===== config.mk =====
export PLATFORM = sky130hd
export DESIGN_NAME = mem_order_unit
export DESIGN_NICKNAME = d
export VERILOG_FILES = /design/src/logic/mem_order_unit.v /design/src/logic/attr_fault_check.v /design/src/logic/flush_line_table.v
export VERILOG_INCLUDE_DIRS = /design/src /design/src/logic
export SDC_FILE = /design/constraint.sdc
export NUM_CORES = 1
export LEC_CHECK = 0
export BUFFER_PORTS_ARGS = -buffer_cell sky130_fd_sc_hd__buf_2
export CORE_MARGIN = 10
export CORE_UTILIZATION = 55
export CTS_BUF_LIST = sky130_fd_sc_hd__clkbuf_16
export DETAILED_ROUTE_END_ITERATION = 16
export GPL_ROUTABILITY_DRIVEN = 0
export MAX_ROUTING_LAYER = met4
export PLACE_DENSITY_LB_ADDON = 0.05
export SKIP_CTS_REPAIR_TIMING = 1
export SYNTH_ARGS = -nofsm -noshare
export SYNTH_HDL_FRONTEND = slang
export SYNTH_HIERARCHICAL = 1
export SYNTH_SLANG_ARGS = --single-unit

===== constraint.sdc =====
create_clock -name clk_sys -period 3.3 [get_ports clk_sys]
set_clock_uncertainty 0.05 [all_clocks]
set_input_delay 0.33 -clock clk_sys [delete_from_list [all_inputs] [get_ports clk_sys]]
set_output_delay 0.33 -clock clk_sys [all_outputs]
set_load 0.01 [all_outputs]

===== src/logic/mem_order_defines.vh =====
`ifndef MEM_ORDER_DEFINES_VH
`define MEM_ORDER_DEFINES_VH

// ------------------------------
// operation kinds
// ------------------------------
`define KIND_LOAD      4'h0
`define KIND_STORE     4'h1
`define KIND_SWAP      4'h2
`define KIND_ADD       4'h3
`define KIND_FLUSH     4'h4
`define KIND_SYNC      4'h5
`define KIND_FENCE     4'h6
`define KIND_PREFETCH  4'h7
`define KIND_FETCH     4'h8

// ------------------------------
// ordering classes
// ------------------------------
`define ORD_UNORDERED  2'h0
`define ORD_RELEASE    2'h1
`define ORD_ACQUIRE    2'h2
`define ORD_FENCE      2'h3

// ------------------------------
// memory attributes
// ------------------------------
`define ATTR_WB        3'h0
`define ATTR_WT        3'h1
`define ATTR_UC        3'h2
`define ATTR_UCE       3'h3
`define ATTR_WC        3'h4
`define ATTR_DEFERRED_TOKEN_PAGE   3'h5

// ------------------------------
// fault codes and sizes
// ------------------------------
`define FAULT_NONE     2'h0
`define FAULT_DEFERRED_TOKEN_PAGE  2'h1
`define FAULT_UNSUP    2'h2
`define LINE_W         26
`define CNT_W          4
`define CNT_MAX        4'hF
`define CNT_ONE        4'h1
`define CNT_ZERO       4'h0
`define FT_DEPTH       4
`define FT_IDX_W       2

`endif


===== src/logic/mem_order_unit.v =====
`timescale 1ns/1ns
`include "mem_order_defines.vh"

module mem_order_unit #(
   parameter EXT_SUPPORT = 1'b0,
   parameter ADD_EXPORT  = 1'b0
) (
   // clock and reset
   input  wire                clk_sys,
   input  wire                reset,
   input  wire                clk_en,
   // operation request
   input  wire                op_valid,
   output reg                 op_ready,
   input  wire [3:0]          op_kind,
   input  wire [1:0]          op_order,
   input  wire [2:0]          op_attr,
   input  wire                op_seq,
   input  wire                op_spec,
   input  wire                op_ext,
   input  wire                op_dep,
   input  wire                op_message,
   input  wire [`LINE_W-1:0]  op_line,
   // store buffer
   input  wire                sb_hit,
   input  wire                sb_empty,
   // memory side
   output reg                 mem_valid,
   input  wire                mem_ready,
   output reg  [3:0]          mem_kind,
   output reg  [`LINE_W-1:0]  mem_line,
   output reg                 mem_seq,
   output reg                 mem_total,
   output reg                 mem_coherent,
   output reg                 mem_bcast,
   output reg                 mem_export,
   output reg                 mem_forward,
   // visibility reports
   input  wire                vis_ack,
   input  wire                flush_ack,
   input  wire                sync_ack,
   // result
   output reg                 resp_valid,
   output reg  [1:0]          resp_fault,
   output reg                 resp_token,
   output reg                 resp_side_fx,
   output reg                 resp_dropped
);

   // ------------------------------
   // state and holding registers
   // ------------------------------
   localparam ST_IDLE  = 2'h0;
   localparam ST_CHECK = 2'h1;
   localparam ST_WAIT  = 2'h2;
   localparam ST_ISSUE = 2'h3;

   reg [1:0]          state;
   reg [3:0]          h_kind;
   reg [1:0]          h_order;
   reg [2:0]          h_attr;
   reg                h_seq;
   reg                h_spec;
   reg                h_ext;
   reg                h_dep;
   reg [`LINE_W-1:0]  h_line;
   reg [`CNT_W-1:0]   pend_vis;
   reg [`CNT_W-1:0]   pend_sync;
   reg                hold_after;
   reg                no_fwd;

   wire [1:0]         chk_fault;
   wire               chk_token;
   wire               chk_drop;
   wire               chk_export;
   wire               ft_hit;
   wire               ft_full;
   wire               ft_empty;
   wire               issue_fire;
   reg                can_issue;
   reg                next_forward;

   // saturating up/down counter step
   function [`CNT_W-1:0] count_step;
      input [`CNT_W-1:0] c;
      input              up;
      input              down;
      begin
         if (up && !down && c != `CNT_MAX)
            count_step = c + `CNT_ONE;
         else if (down && !up && c != `CNT_ZERO)
            count_step = c - `CNT_ONE;
         else
            count_step = c;
      end
   endfunction

   // kinds that read or write data memory
   function is_access;
      input [3:0] k;
      begin
         is_access = (k == `KIND_LOAD) || (k == `KIND_STORE) ||
                     (k == `KIND_SWAP) || (k == `KIND_ADD);
      end
   endfunction

   // ------------------------------
   // submodules
   // ------------------------------
   attr_fault_check #(
      .EXT_SUPPORT (EXT_SUPPORT),
      .ADD_EXPORT  (ADD_EXPORT)
   ) u_check (
      .kind       (h_kind),
      .attr       (h_attr),
      .spec       (h_spec),
      .ext        (h_ext),
      .fault      (chk_fault),
      .token      (chk_token),
      .drop       (chk_drop),
      .export_add (chk_export)
   );

   assign issue_fire = mem_valid && mem_ready;

   flush_line_table u_flush (
      .clk_sys   (clk_sys),
      .reset     (reset),
      .clk_en    (clk_en),
      .push      (issue_fire && mem_kind == `KIND_FLUSH),
      .push_line (mem_line),
      .pop       (flush_ack),
      .look_line (h_line),
      .hit       (ft_hit),
      .full      (ft_full),
      .empty     (ft_empty)
   );

   // ------------------------------
   // issue gate
   // ------------------------------
   // counters are conservative: one pool for every outstanding access,
   // which costs overlap but never breaks an ordering pair
   always @* begin
      can_issue = 1'b1;
      if (hold_after && pend_vis != `CNT_ZERO)
         can_issue = 1'b0;
      if ((h_order == `ORD_RELEASE || h_order == `ORD_FENCE ||
           h_kind == `KIND_FENCE) && pend_vis != `CNT_ZERO)
         can_issue = 1'b0;
      if (h_kind == `KIND_FENCE && pend_sync != `CNT_ZERO)
         can_issue = 1'b0;
      if (h_kind == `KIND_SYNC && !ft_empty)
         can_issue = 1'b0;
      if (h_dep && pend_vis != `CNT_ZERO)
         can_issue = 1'b0;
      if (h_kind == `KIND_FLUSH &&
          (pend_vis != `CNT_ZERO || ft_full))
         can_issue = 1'b0;
      if (is_access(h_kind) && ft_hit)
         can_issue = 1'b0;
   end

   // forwarding allowed only for plain loads once nothing blocks them
   always @* begin
      next_forward = 1'b0;
      if (h_kind == `KIND_LOAD && sb_hit && !no_fwd)
         next_forward = 1'b1;
   end

   // ------------------------------
   // sequencer
   // ------------------------------
   always @(posedge clk_sys) begin
      if (reset) begin
         state        <= ST_IDLE;
         op_ready     <= 1'b0;
         mem_valid    <= 1'b0;
         mem_kind     <= `KIND_LOAD;
         mem_line     <= {`LINE_W{1'b0}};
         mem_seq      <= 1'b0;
         mem_total    <= 1'b0;
         mem_coherent <= 1'b0;
         mem_bcast    <= 1'b0;
         mem_export   <= 1'b0;
         mem_forward  <= 1'b0;
         resp_valid   <= 1'b0;
         resp_fault   <= `FAULT_NONE;
         resp_token   <= 1'b0;
         resp_side_fx <= 1'b0;
         resp_dropped <= 1'b0;
         h_kind       <= `KIND_LOAD;
         h_order      <= `ORD_UNORDERED;
         h_attr       <= `ATTR_WB;
         h_seq        <= 1'b0;
         h_spec       <= 1'b0;
         h_ext        <= 1'b0;
         h_dep        <= 1'b0;
         h_line       <= {`LINE_W{1'b0}};
      end else if (clk_en) begin
         resp_valid <= 1'b0;
         case (state)
            ST_IDLE: begin
               op_ready <= 1'b1;
               if (op_valid && op_ready) begin
                  op_ready <= 1'b0;
                  h_kind   <= op_kind;
                  h_order  <= op_order;
                  h_attr   <= op_attr;
                  h_seq    <= op_seq && !op_message;
                  h_spec   <= op_spec;
                  h_ext    <= op_ext;
                  h_dep    <= op_dep;
                  h_line   <= op_line;
                  state    <= ST_CHECK;
               end
            end
            ST_CHECK: begin
               if (chk_fault != `FAULT_NONE || chk_token || chk_drop) begin
                  // no memory traffic for these outcomes
                  resp_valid   <= 1'b1;
                  resp_fault   <= chk_fault;
                  resp_token   <= chk_token;
                  resp_side_fx <= chk_token;
                  resp_dropped <= chk_drop;
                  state        <= ST_IDLE;
               end else
                  state <= ST_WAIT;
            end
            ST_WAIT: begin
               if (can_issue) begin
                  mem_valid    <= 1'b1;
                  mem_kind     <= h_kind;
                  mem_line     <= h_line;
                  mem_seq      <= h_seq;
                  mem_coherent <= (h_attr == `ATTR_WB);
                  mem_total    <= (h_attr == `ATTR_WB) &&
                                  ((h_kind == `KIND_STORE &&
                                    h_order == `ORD_RELEASE) ||
                                   h_kind == `KIND_SWAP ||
                                   h_kind == `KIND_ADD);
                  mem_bcast    <= (h_kind == `KIND_FLUSH);
                  mem_export   <= chk_export;
                  mem_forward  <= next_forward;
                  state        <= ST_ISSUE;
               end
            end
            ST_ISSUE: begin
               // single issue keeps sequential ops in program order
               if (issue_fire) begin
                  mem_valid    <= 1'b0;
                  resp_valid   <= 1'b1;
                  resp_fault   <= `FAULT_NONE;
                  resp_token   <= 1'b0;
                  resp_side_fx <= 1'b1;
                  resp_dropped <= 1'b0;
                  state        <= ST_IDLE;
               end
            end
            default: begin
               state <= ST_IDLE;
            end
         endcase
      end
   end

   // ------------------------------
   // visibility bookkeeping
   // ------------------------------
   // flushes are tracked apart, so a fence never waits on them; only a sync waits for the flush table to drain
   always @(posedge clk_sys) begin
      if (reset) begin
         pend_vis   <= `CNT_ZERO;
         pend_sync  <= `CNT_ZERO;
         hold_after <= 1'b0;
         no_fwd     <= 1'b0;
      end else if (clk_en) begin
         pend_vis  <= count_step(pend_vis,
                                 issue_fire && mem_kind != `KIND_FLUSH &&
                                 mem_kind != `KIND_SYNC,
                                 vis_ack);
         pend_sync <= count_step(pend_sync,
                                 issue_fire && mem_kind == `KIND_SYNC,
                                 sync_ack);
         if (issue_fire && (h_order == `ORD_ACQUIRE ||
                            h_order == `ORD_FENCE || h_kind == `KIND_FENCE))
            hold_after <= 1'b1;
         else if (pend_vis == `CNT_ZERO)
            hold_after <= 1'b0;
         // set wins over the drain-clear in the same cycle
         if (issue_fire && h_kind == `KIND_FENCE)
            no_fwd <= 1'b1;
         else if (sb_empty)
            no_fwd <= 1'b0;
      end
   end

endmodule // mem_order_unit


===== src/logic/attr_fault_check.v =====
`timescale 1ns/1ns
`include "mem_order_defines.vh"

// attribute checks: pure decode, no state
module attr_fault_check #(
   parameter EXT_SUPPORT = 1'b0,
   parameter ADD_EXPORT  = 1'b0
) (
   // operation
   input  wire [3:0] kind,
   input  wire [2:0] attr,
   input  wire       spec,
   input  wire       ext,
   // verdict
   output reg  [1:0] fault,
   output reg        token,
   output reg        drop,
   output reg        export_add
);

   // write-back or write-through lines live in the caches
   function is_cacheable;
      input [2:0] a;
      begin
         is_cacheable = (a == `ATTR_WB) || (a == `ATTR_WT);
      end
   endfunction

   // ------------------------------
   // decode
   // ------------------------------
   always @* begin
      fault      = `FAULT_NONE;
      token      = 1'b0;
      drop       = 1'b0;
      export_add = 1'b0;
      case (kind)
         `KIND_LOAD: begin
            if (attr == `ATTR_DEFERRED_TOKEN_PAGE) begin
               if (spec)
                  token = 1'b1;
               else
                  fault = `FAULT_DEFERRED_TOKEN_PAGE;
            end else if (ext && attr != `ATTR_WB && !EXT_SUPPORT) begin
               if (spec)
                  token = 1'b1;
               else
                  fault = `FAULT_UNSUP;
            end
         end
         `KIND_STORE: begin
            if (attr == `ATTR_DEFERRED_TOKEN_PAGE)
               fault = `FAULT_DEFERRED_TOKEN_PAGE;
            else if (ext && attr != `ATTR_WB && !EXT_SUPPORT)
               fault = `FAULT_UNSUP;
         end
         `KIND_FETCH: begin
            if (attr == `ATTR_DEFERRED_TOKEN_PAGE)
               fault = `FAULT_DEFERRED_TOKEN_PAGE;
         end
         `KIND_SWAP: begin
            if (attr == `ATTR_DEFERRED_TOKEN_PAGE)
               fault = `FAULT_DEFERRED_TOKEN_PAGE;
            else if (attr != `ATTR_WB)
               fault = `FAULT_UNSUP;
         end
         `KIND_ADD: begin
            if (attr == `ATTR_DEFERRED_TOKEN_PAGE)
               fault = `FAULT_DEFERRED_TOKEN_PAGE;
            else if (attr == `ATTR_UCE) begin
               if (ADD_EXPORT)
                  export_add = 1'b1;
               else
                  fault = `FAULT_UNSUP;
            end else if (attr != `ATTR_WB)
               fault = `FAULT_UNSUP;
         end
         `KIND_PREFETCH: begin
            // silent: a prefetch never faults, it only goes away
            if (!is_cacheable(attr) || attr == `ATTR_DEFERRED_TOKEN_PAGE)
               drop = 1'b1;
         end
         default: begin
            // flush, sync and fence take no attribute fault
            fault = `FAULT_NONE;
         end
      endcase
   end

endmodule // attr_fault_check


===== src/logic/flush_line_table.v =====
`timescale 1ns/1ns
`include "mem_order_defines.vh"

// lines with a flush issued but not yet visible; acks come in issue order
module flush_line_table (
   // clock and control
   input  wire                 clk_sys,
   input  wire                 reset,
   input  wire                 clk_en,
   // updates
   input  wire                 push,
   input  wire [`LINE_W-1:0]   push_line,
   input  wire                 pop,
   // lookup
   input  wire [`LINE_W-1:0]   look_line,
   output reg                  hit,
   output wire                 full,
   output wire                 empty
);

   reg [`LINE_W-1:0]   line [0:`FT_DEPTH-1];
   reg [`FT_DEPTH-1:0] live;
   reg [`FT_IDX_W-1:0] wr_idx;
   reg [`FT_IDX_W-1:0] rd_idx;
   integer             i;

   assign full  = &live;
   assign empty = ~|live;

   // compare against every live entry
   always @* begin
      hit = 1'b0;
      for (i = 0; i < `FT_DEPTH; i = i + 1) begin
         if (live[i] && line[i] == look_line)
            hit = 1'b1;
      end
   end

   // ring of entries; a pop on an empty table is ignored
   always @(posedge clk_sys) begin
      if (reset) begin
         live   <= {`FT_DEPTH{1'b0}};
         wr_idx <= {`FT_IDX_W{1'b0}};
         rd_idx <= {`FT_IDX_W{1'b0}};
      end else if (clk_en) begin
         if (pop && live[rd_idx]) begin
            live[rd_idx] <= 1'b0;
            rd_idx       <= rd_idx + 1'b1;
         end
         if (push && !live[wr_idx]) begin
            live[wr_idx] <= 1'b1;
            line[wr_idx] <= push_line;
            wr_idx       <= wr_idx + 1'b1;
         end
      end
   end

endmodule // flush_line_table


==> qor.yml, run 1 <==
routed_wirelength_um: 22000
min_period_ns: 2.81
mappedNetlistNets: 861
antennaDiodeCount: 0
place_ws_ns: 0.523
path_max_fanout: 5
critPathLaunchType: "register"
power.share.combinational: 0.047
via_count: 6207
r2r.worst_path.cells: 7
clock_tree.root_cell: "sky130_fd_sc_hd__clkbuf_16"
first_global_vias: 6240
synthToLayoutAreaGrowth_pct: 15.4
clock.fmax_mhz: 356
cp-endpoint: "pend_sync[3]"
timing.max_cap.violations: 0
synth_seq_area_share: 0.570
die_h_um: 149
grt_remaining_overflow: 0
power.total_uw: 5550
num_rows: 46
grt_antenna_before_repair: 0
ys.warnings.count: 6
worstMarginPinSlew_ns: 0.925
postSynthAreaPerCell_um2: 11.4
ir_drop_v: 0.000701
critPathCaptureType: "register"
initial_core_util: 0.567
final_layout_size_suffix_gt1_frac: 0.170
number_of_design_rule_violations_left_by_the_first_detailed_router_iteration: 357
leakagePower_uw: 0.00400
synth_area_leader_cell: "sky130_fd_sc_hd__edfxtp_1"
rsz0062_at_grt: "false"
worst_flop_to_flop_path_endpoint: "pend_sync[3]"
setup-violations-final: 0
layout_commonest_cell: "sky130_fd_sc_hd__edfxtp_1"
grt_first_pass_wirelength_um: 34600
grt_max_degree: 104
commonest_cells_after_routing_fill_and_taps_aside: "sky130_fd_sc_hd__edfxtp_1 (104), sky130_fd_sc_hd__dfxtp_1 (103), sky130_fd_sc_hd__nand2_1 (93)"
io_buffer_count: 93
io_pins: 94
dr.pass1.iters: 4
postSynthCellCount: 797
gr-usage-all-layers: 0.202
wl_per_cell_um: 19.6
synth.ff_latch_count: 207
design.final.nets: 953
top_area_cell_type_share_of_the_netlist_area: 0.343
critical_path.reg2reg.startpoint: "mem_kind[2]"
number_of_unique_standard_cell_types_used_by_synthesis: 62
drt.antenna.violating_nets: 0
detail_route.vias_per_cell: 5.54
worst-endpoint-required_ns: 3.63
synth.cell_area_um2: 9100
remaining_drc_errors: 0
timing_hold_violations_final: 0
crit_type: "reg -> reg"
timing_max_transition_violations_final: 0
sw_frac_of_total: 0.208
cts_buf_count: 22
timing.setup.tns_ns: 0
layout_setup_ws_ns: 0.489
outcome: "completed"
power_frac_clock: 0.459
min_path_type: "in -> reg"
fin_worst_hold_slack_ns: 0.0232
worst_ep_arrival_time_ns: 3.14
p_seq_frac: 0.494
r2r_slack_ns: 0.49
die-area_um2: 22100
detailedPlacementHpwl_um: 15200
netlist_top_cells_area: "sky130_fd_sc_hd__edfxtp_1 (34%), sky130_fd_sc_hd__dfxtp_1 (23%), sky130_fd_sc_hd__xnor2_1 (6.2%)"
netSwitchingPower_uw: 1150
synth_enable_flop_cells: 104
clock-sinks: 207
finalCritPeriodShare: 0.852
timing.critical_path.from: "mem_kind[2]"
async_flop_share: 0
floorplan.core_area_um2: 16100
cts_tree: "yes"
dominantRegCellSynth: "sky130_fd_sc_hd__edfxtp_1"
cts-htree-levels: 1
fp.dieW_um: 149
clock_insertion_delay_worst_skew_ns: 0.50
clock_tree.buffer_depth: 3
clkTransAtPathRegs_ns: 0.06
timing.max_slew.rel_slack: 0.383
pwr_density_cell_nw_per_um2: 528
power_report.internal_total_uw: 4400
[cells by family (layout without fill, tap and decap cells)]
group | count (synthesis) | in the layout | synth area share
other | 1 | 1 | 0.000412
adders and majority gates | 14 | 14 | 0.0209
muxes | 49 | 49 | 0.0556
buffers and inverters | 44 | 152 | 0.0217
and+or+nand+nor | 286 | 286 | 0.170
DFF | 207 | 207 | 0.570
AOI/OAI and AO/OA | 88 | 88 | 0.0573
xor gates and xnor gates | 108 | 108 | 0.104
[per-layer routing]
metal,up-vias,part of all wire,global-route usage
met5,-,0,-
met3,32,0.054,0.0325
li1,2974,-,-
met1,3022,0.43,0.256
met2,179,0.50,0.334
met4,0,0.019,0.0416
[synth_stat cells, drive strengths merged, types with 16 or more instances]
| master | n |
|---|---|
| nand4 | 24 |
| dfxtp | 103 |
| edfxtp | 104 |
| clkbuf | 25 |
| nor2 | 24 |
| nand2b | 73 |
| nand2 | 93 |
| xor2 | 44 |
| a21oi | 55 |
| xnor2 | 64 |
| nor4 | 16 |
| mux2i | 40 |
[power by group through the flow]
| stage | registers [uW] | clock network [uW] | logic, uW |
|---|---|---|---|
| 2_1_floorplan | 2780 | 0 | 181 |
| 3_3_place_gp | 2790 | 0 | 252 |
| 3_5_place_dp | 2800 | 0 | 258 |
| 4_1_cts | 2740 | 2590 | 261 |
| 5_1_grt | 2750 | 2700 | 286 |
| 6_report | 2740 | 2550 | 260 |
[final cells by class]
cell class | instances | area, um^2
clock buffer | 23 | 576
clock inverter | 17 | 180
fill | 1280 | 5560
inverter | 9 | 33.8
multi-input combinational | 546 | 3710
sequential | 207 | 5180
tap | 216 | 270
timing repair buffer | 103 | 543
[worst min-delay path by stage]
| stage | slack [ns] | startpoint | depth (start not counted) | endpoint |
|---|---|---|---|---|
| after floorplan | 0.38 | no_fwd | 2 | no_fwd |
| after global placement | 0.39 | h_seq | 2 | h_seq |
| after detailed placement | 0.40 | resp_token | 2 | resp_token |
| after CTS | 0.01 | op_line[6] | 3 | h_line[6] |
| after global routing | 0.01 | op_spec | 3 | h_spec |
| final | 0.02 | op_line[7] | 3 | h_line[7] |
[worst max-delay path, stage by stage (launching register included)]
cell and delay [ns]:
sky130_fd_sc_hd__dfxtp_1 0.35, sky130_fd_sc_hd__nor3b_1 0.42, sky130_fd_sc_hd__nand4_1 0.34, sky130_fd_sc_hd__ha_1 0.42, sky130_fd_sc_hd__and3_1 0.20, sky130_fd_sc_hd__or3_1 0.35
sky130_fd_sc_hd__o22ai_1 0.20, sky130_fd_sc_hd__mux2_2 0.37
[state kept, by name, summed over array words and instances, names as in the netlist, 2 cells and up, named ones only]
signal	count
h_kind	4
mem_kind	4
u_flush/wr_idx	2
pend_sync	4
mem_line	26
u_flush/rd_idx	2
h_order	2
resp_fault	2
h_attr	3
h_line	26
pend_vis	4
u_flush/line	104
u_flush/live	4
[through the flow]
step | utilization | instances | cell area (um^2)
CTS | 0.654 | 1121 | 10500
detailed placement | 0.607 | 1081 | 9750
global placement | 0.607 | 1081 | 9750
floorplan | - | 797 | 9100
finish | 0.654 | 1121 | 10500
global route | 0.654 | 1121 | 10500
Power figures use the tool's default switching activity.
==> run 2, diff against run 1 <==
==> constraint.sdc (replaced) <==
create_clock -name clk_sys -period 3.65 [get_ports clk_sys]
set_clock_uncertainty 0.05 [all_clocks]
set_input_delay 0.365 -clock clk_sys [delete_from_list [all_inputs] [get_ports clk_sys]]
set_output_delay 0.365 -clock clk_sys [all_outputs]
set_load 0.01 [all_outputs]
==> run 2 against run 1 <==
Compared with the run above: cell count barely moved; combinational power fell by 9.2%; wire length rose by 1.9%; flip-flop and latch count did not move; setup slack improved by 0.32 ns; total power fell by 12%; cell area fell by 0.43%.
==> qor.yml, run 2 (synthesis gave the netlist of run 1 again) <==
critical_path.reg2reg.startpoint: "mem_kind[2]"
ir_drop_v: 0.000336
worstMarginPinSlew_ns: 0.945
io_pins: 94
clock_insertion_delay_worst_skew_ns: 0.50
clock-sinks: 207
clock.fmax_mhz: 353
worst_ep_arrival_time_ns: 3.18
antennaDiodeCount: 0
worst_flop_to_flop_path_endpoint: "pend_sync[3]"
critPathLaunchType: "register"
largest_register_ff_count: 104
gr-usage-all-layers: 0.207
dr.pass1.iters: 4
design.final.nets: 952
cp-endpoint: "pend_sync[3]"
floorplan.core_area_um2: 16100
timing.max_slew.rel_slack: 0.370
finalCritPeriodShare: 0.777
number_of_design_rule_violations_left_by_the_first_detailed_router_iteration: 440
final_layout_size_suffix_gt1_frac: 0.168
pwr_density_cell_nw_per_um2: 467
clock_tree.root_cell: "sky130_fd_sc_hd__clkbuf_16"
timing.max_cap.violations: 0
grt_max_degree: 102
cts_buf_count: 22
synthToLayoutAreaGrowth_pct: 14.9
die-area_um2: 22100
remaining_drc_errors: 0
setup-violations-final: 0
detail_route.vias_per_cell: 5.54
grt_antenna_before_repair: 0
rsz0062_at_grt: "false"
critPathCaptureType: "register"
timing_hold_violations_final: 0
register_with_the_most_flip_flops: "u_flush/line"
via_count: 6208
cts-htree-levels: 1
min_path_type: "in -> reg"
worst-endpoint-required_ns: 3.99
fp.dieW_um: 149
routed_wirelength_um: 22400
die_h_um: 149
first_global_vias: 6263
cts_tree: "yes"
timing_max_transition_violations_final: 0
post_route_core_utilization: 0.651
layout.area.seq_um2: 5180
initial_core_util: 0.567
min_period_ns: 2.84
nFillCells: 1255
clock_tree.buffer_depth: 3
grt_remaining_overflow: 0
grt_first_pass_wirelength_um: 35500
outcome: "completed"
detailedPlacementHpwl_um: 15400
io_buffer_count: 93
leakagePower_uw: 0.00399
path_max_fanout: 5
timing.setup.tns_ns: 0
num_rows: 46
timing.critical_path.from: "mem_kind[2]"
wl_per_cell_um: 20.0
crit_type: "reg -> reg"
r2r_slack_ns: 0.81
reg.largest.list: "u_flush/line (104), h_line (26), mem_line (26)"
layout_commonest_cell: "sky130_fd_sc_hd__edfxtp_1"
r2r.worst_path.cells: 7
commonest_cells_after_routing_fill_and_taps_aside: "sky130_fd_sc_hd__edfxtp_1 (104), sky130_fd_sc_hd__dfxtp_1 (103), sky130_fd_sc_hd__nand2_1 (93)"
clkTransAtPathRegs_ns: 0.06
drt.antenna.violating_nets: 0
area_taken_by_multi_input_logic_gates_um2: 3710
-- run 2: cell count changes in the layout (fill, tap and decap cells not counted), sizes merged --
| cell | before | now |
|---|---|---|
| buf | 103 | 102 |
| bufinv | 4 | 2 |
| clkinv | 11 | 9 |
| clkinvlp | 1 | 0 |
| inv | 10 | 15 |
-- run 2: metrics by stage --
stage	cell area [um^2]	worst slack, ns	power, uW	instances	hold WS (ns)
floorplan	9100	1.06	2680	797	0.381
CTS	10500	0.849	4920	1120	0.0365
global placement	9750	0.994	2760	1080	0.390
global route	10500	0.662	5040	1120	0.0449
detailed placement	9750	0.888	2760	1080	0.397
finish	10500	0.814	4890	1120	0.0492
-- run 2: layout make-up --
cell class,count,area share
Tap cell,216,0.0258
Timing Repair Buffer,102,0.0524
Clock buffer,23,0.0550
Clock inverter,17,0.0124
Sequential cell,207,0.496
Multi-Input combinational cell,546,0.355
Inverter,9,0.00323
-- run 2: metal layers --
metal / vias up / share of wire / global-route usage
met5: - / 0 / -
met4: 0 / 0.016 / 0.0426
met3: 38 / 0.053 / 0.0319
met2: 183 / 0.50 / 0.345
met1: 3027 / 0.43 / 0.264
li1: 2960 / - / -
-- run 2: report_power, final --
| group | internal, uW | switching, uW | total [uW] |
|---|---|---|---|
| clock network | 1280 | 892 | 2170 |
| logic | 112 | 123 | 236 |
| registers | 2440 | 38.5 | 2480 |
-- run 2: worst max-delay path, cell delays in order, from the launching register on --
cell and delay (ns):
sky130_fd_sc_hd__dfxtp_1 0.33, sky130_fd_sc_hd__nor3b_1 0.50, sky130_fd_sc_hd__nand4_1 0.35, sky130_fd_sc_hd__ha_1 0.43
sky130_fd_sc_hd__and3_1 0.21, sky130_fd_sc_hd__or3_1 0.35, sky130_fd_sc_hd__o22ai_1 0.14, sky130_fd_sc_hd__mux2_2 0.35
-- run 2: worst min path at each step --
stage / from / endpoint / slack, ns / cells after the start
floorplan: no_fwd / no_fwd / 0.38 / 2
detailed placement: resp_fault[1] / resp_fault[1] / 0.40 / 2
global placement: h_seq / h_seq / 0.39 / 2
finish: op_attr[0] / h_attr[0] / 0.05 / 3
CTS: op_kind[3] / h_kind[3] / 0.04 / 3
global route: op_kind[3] / h_kind[3] / 0.04 / 3
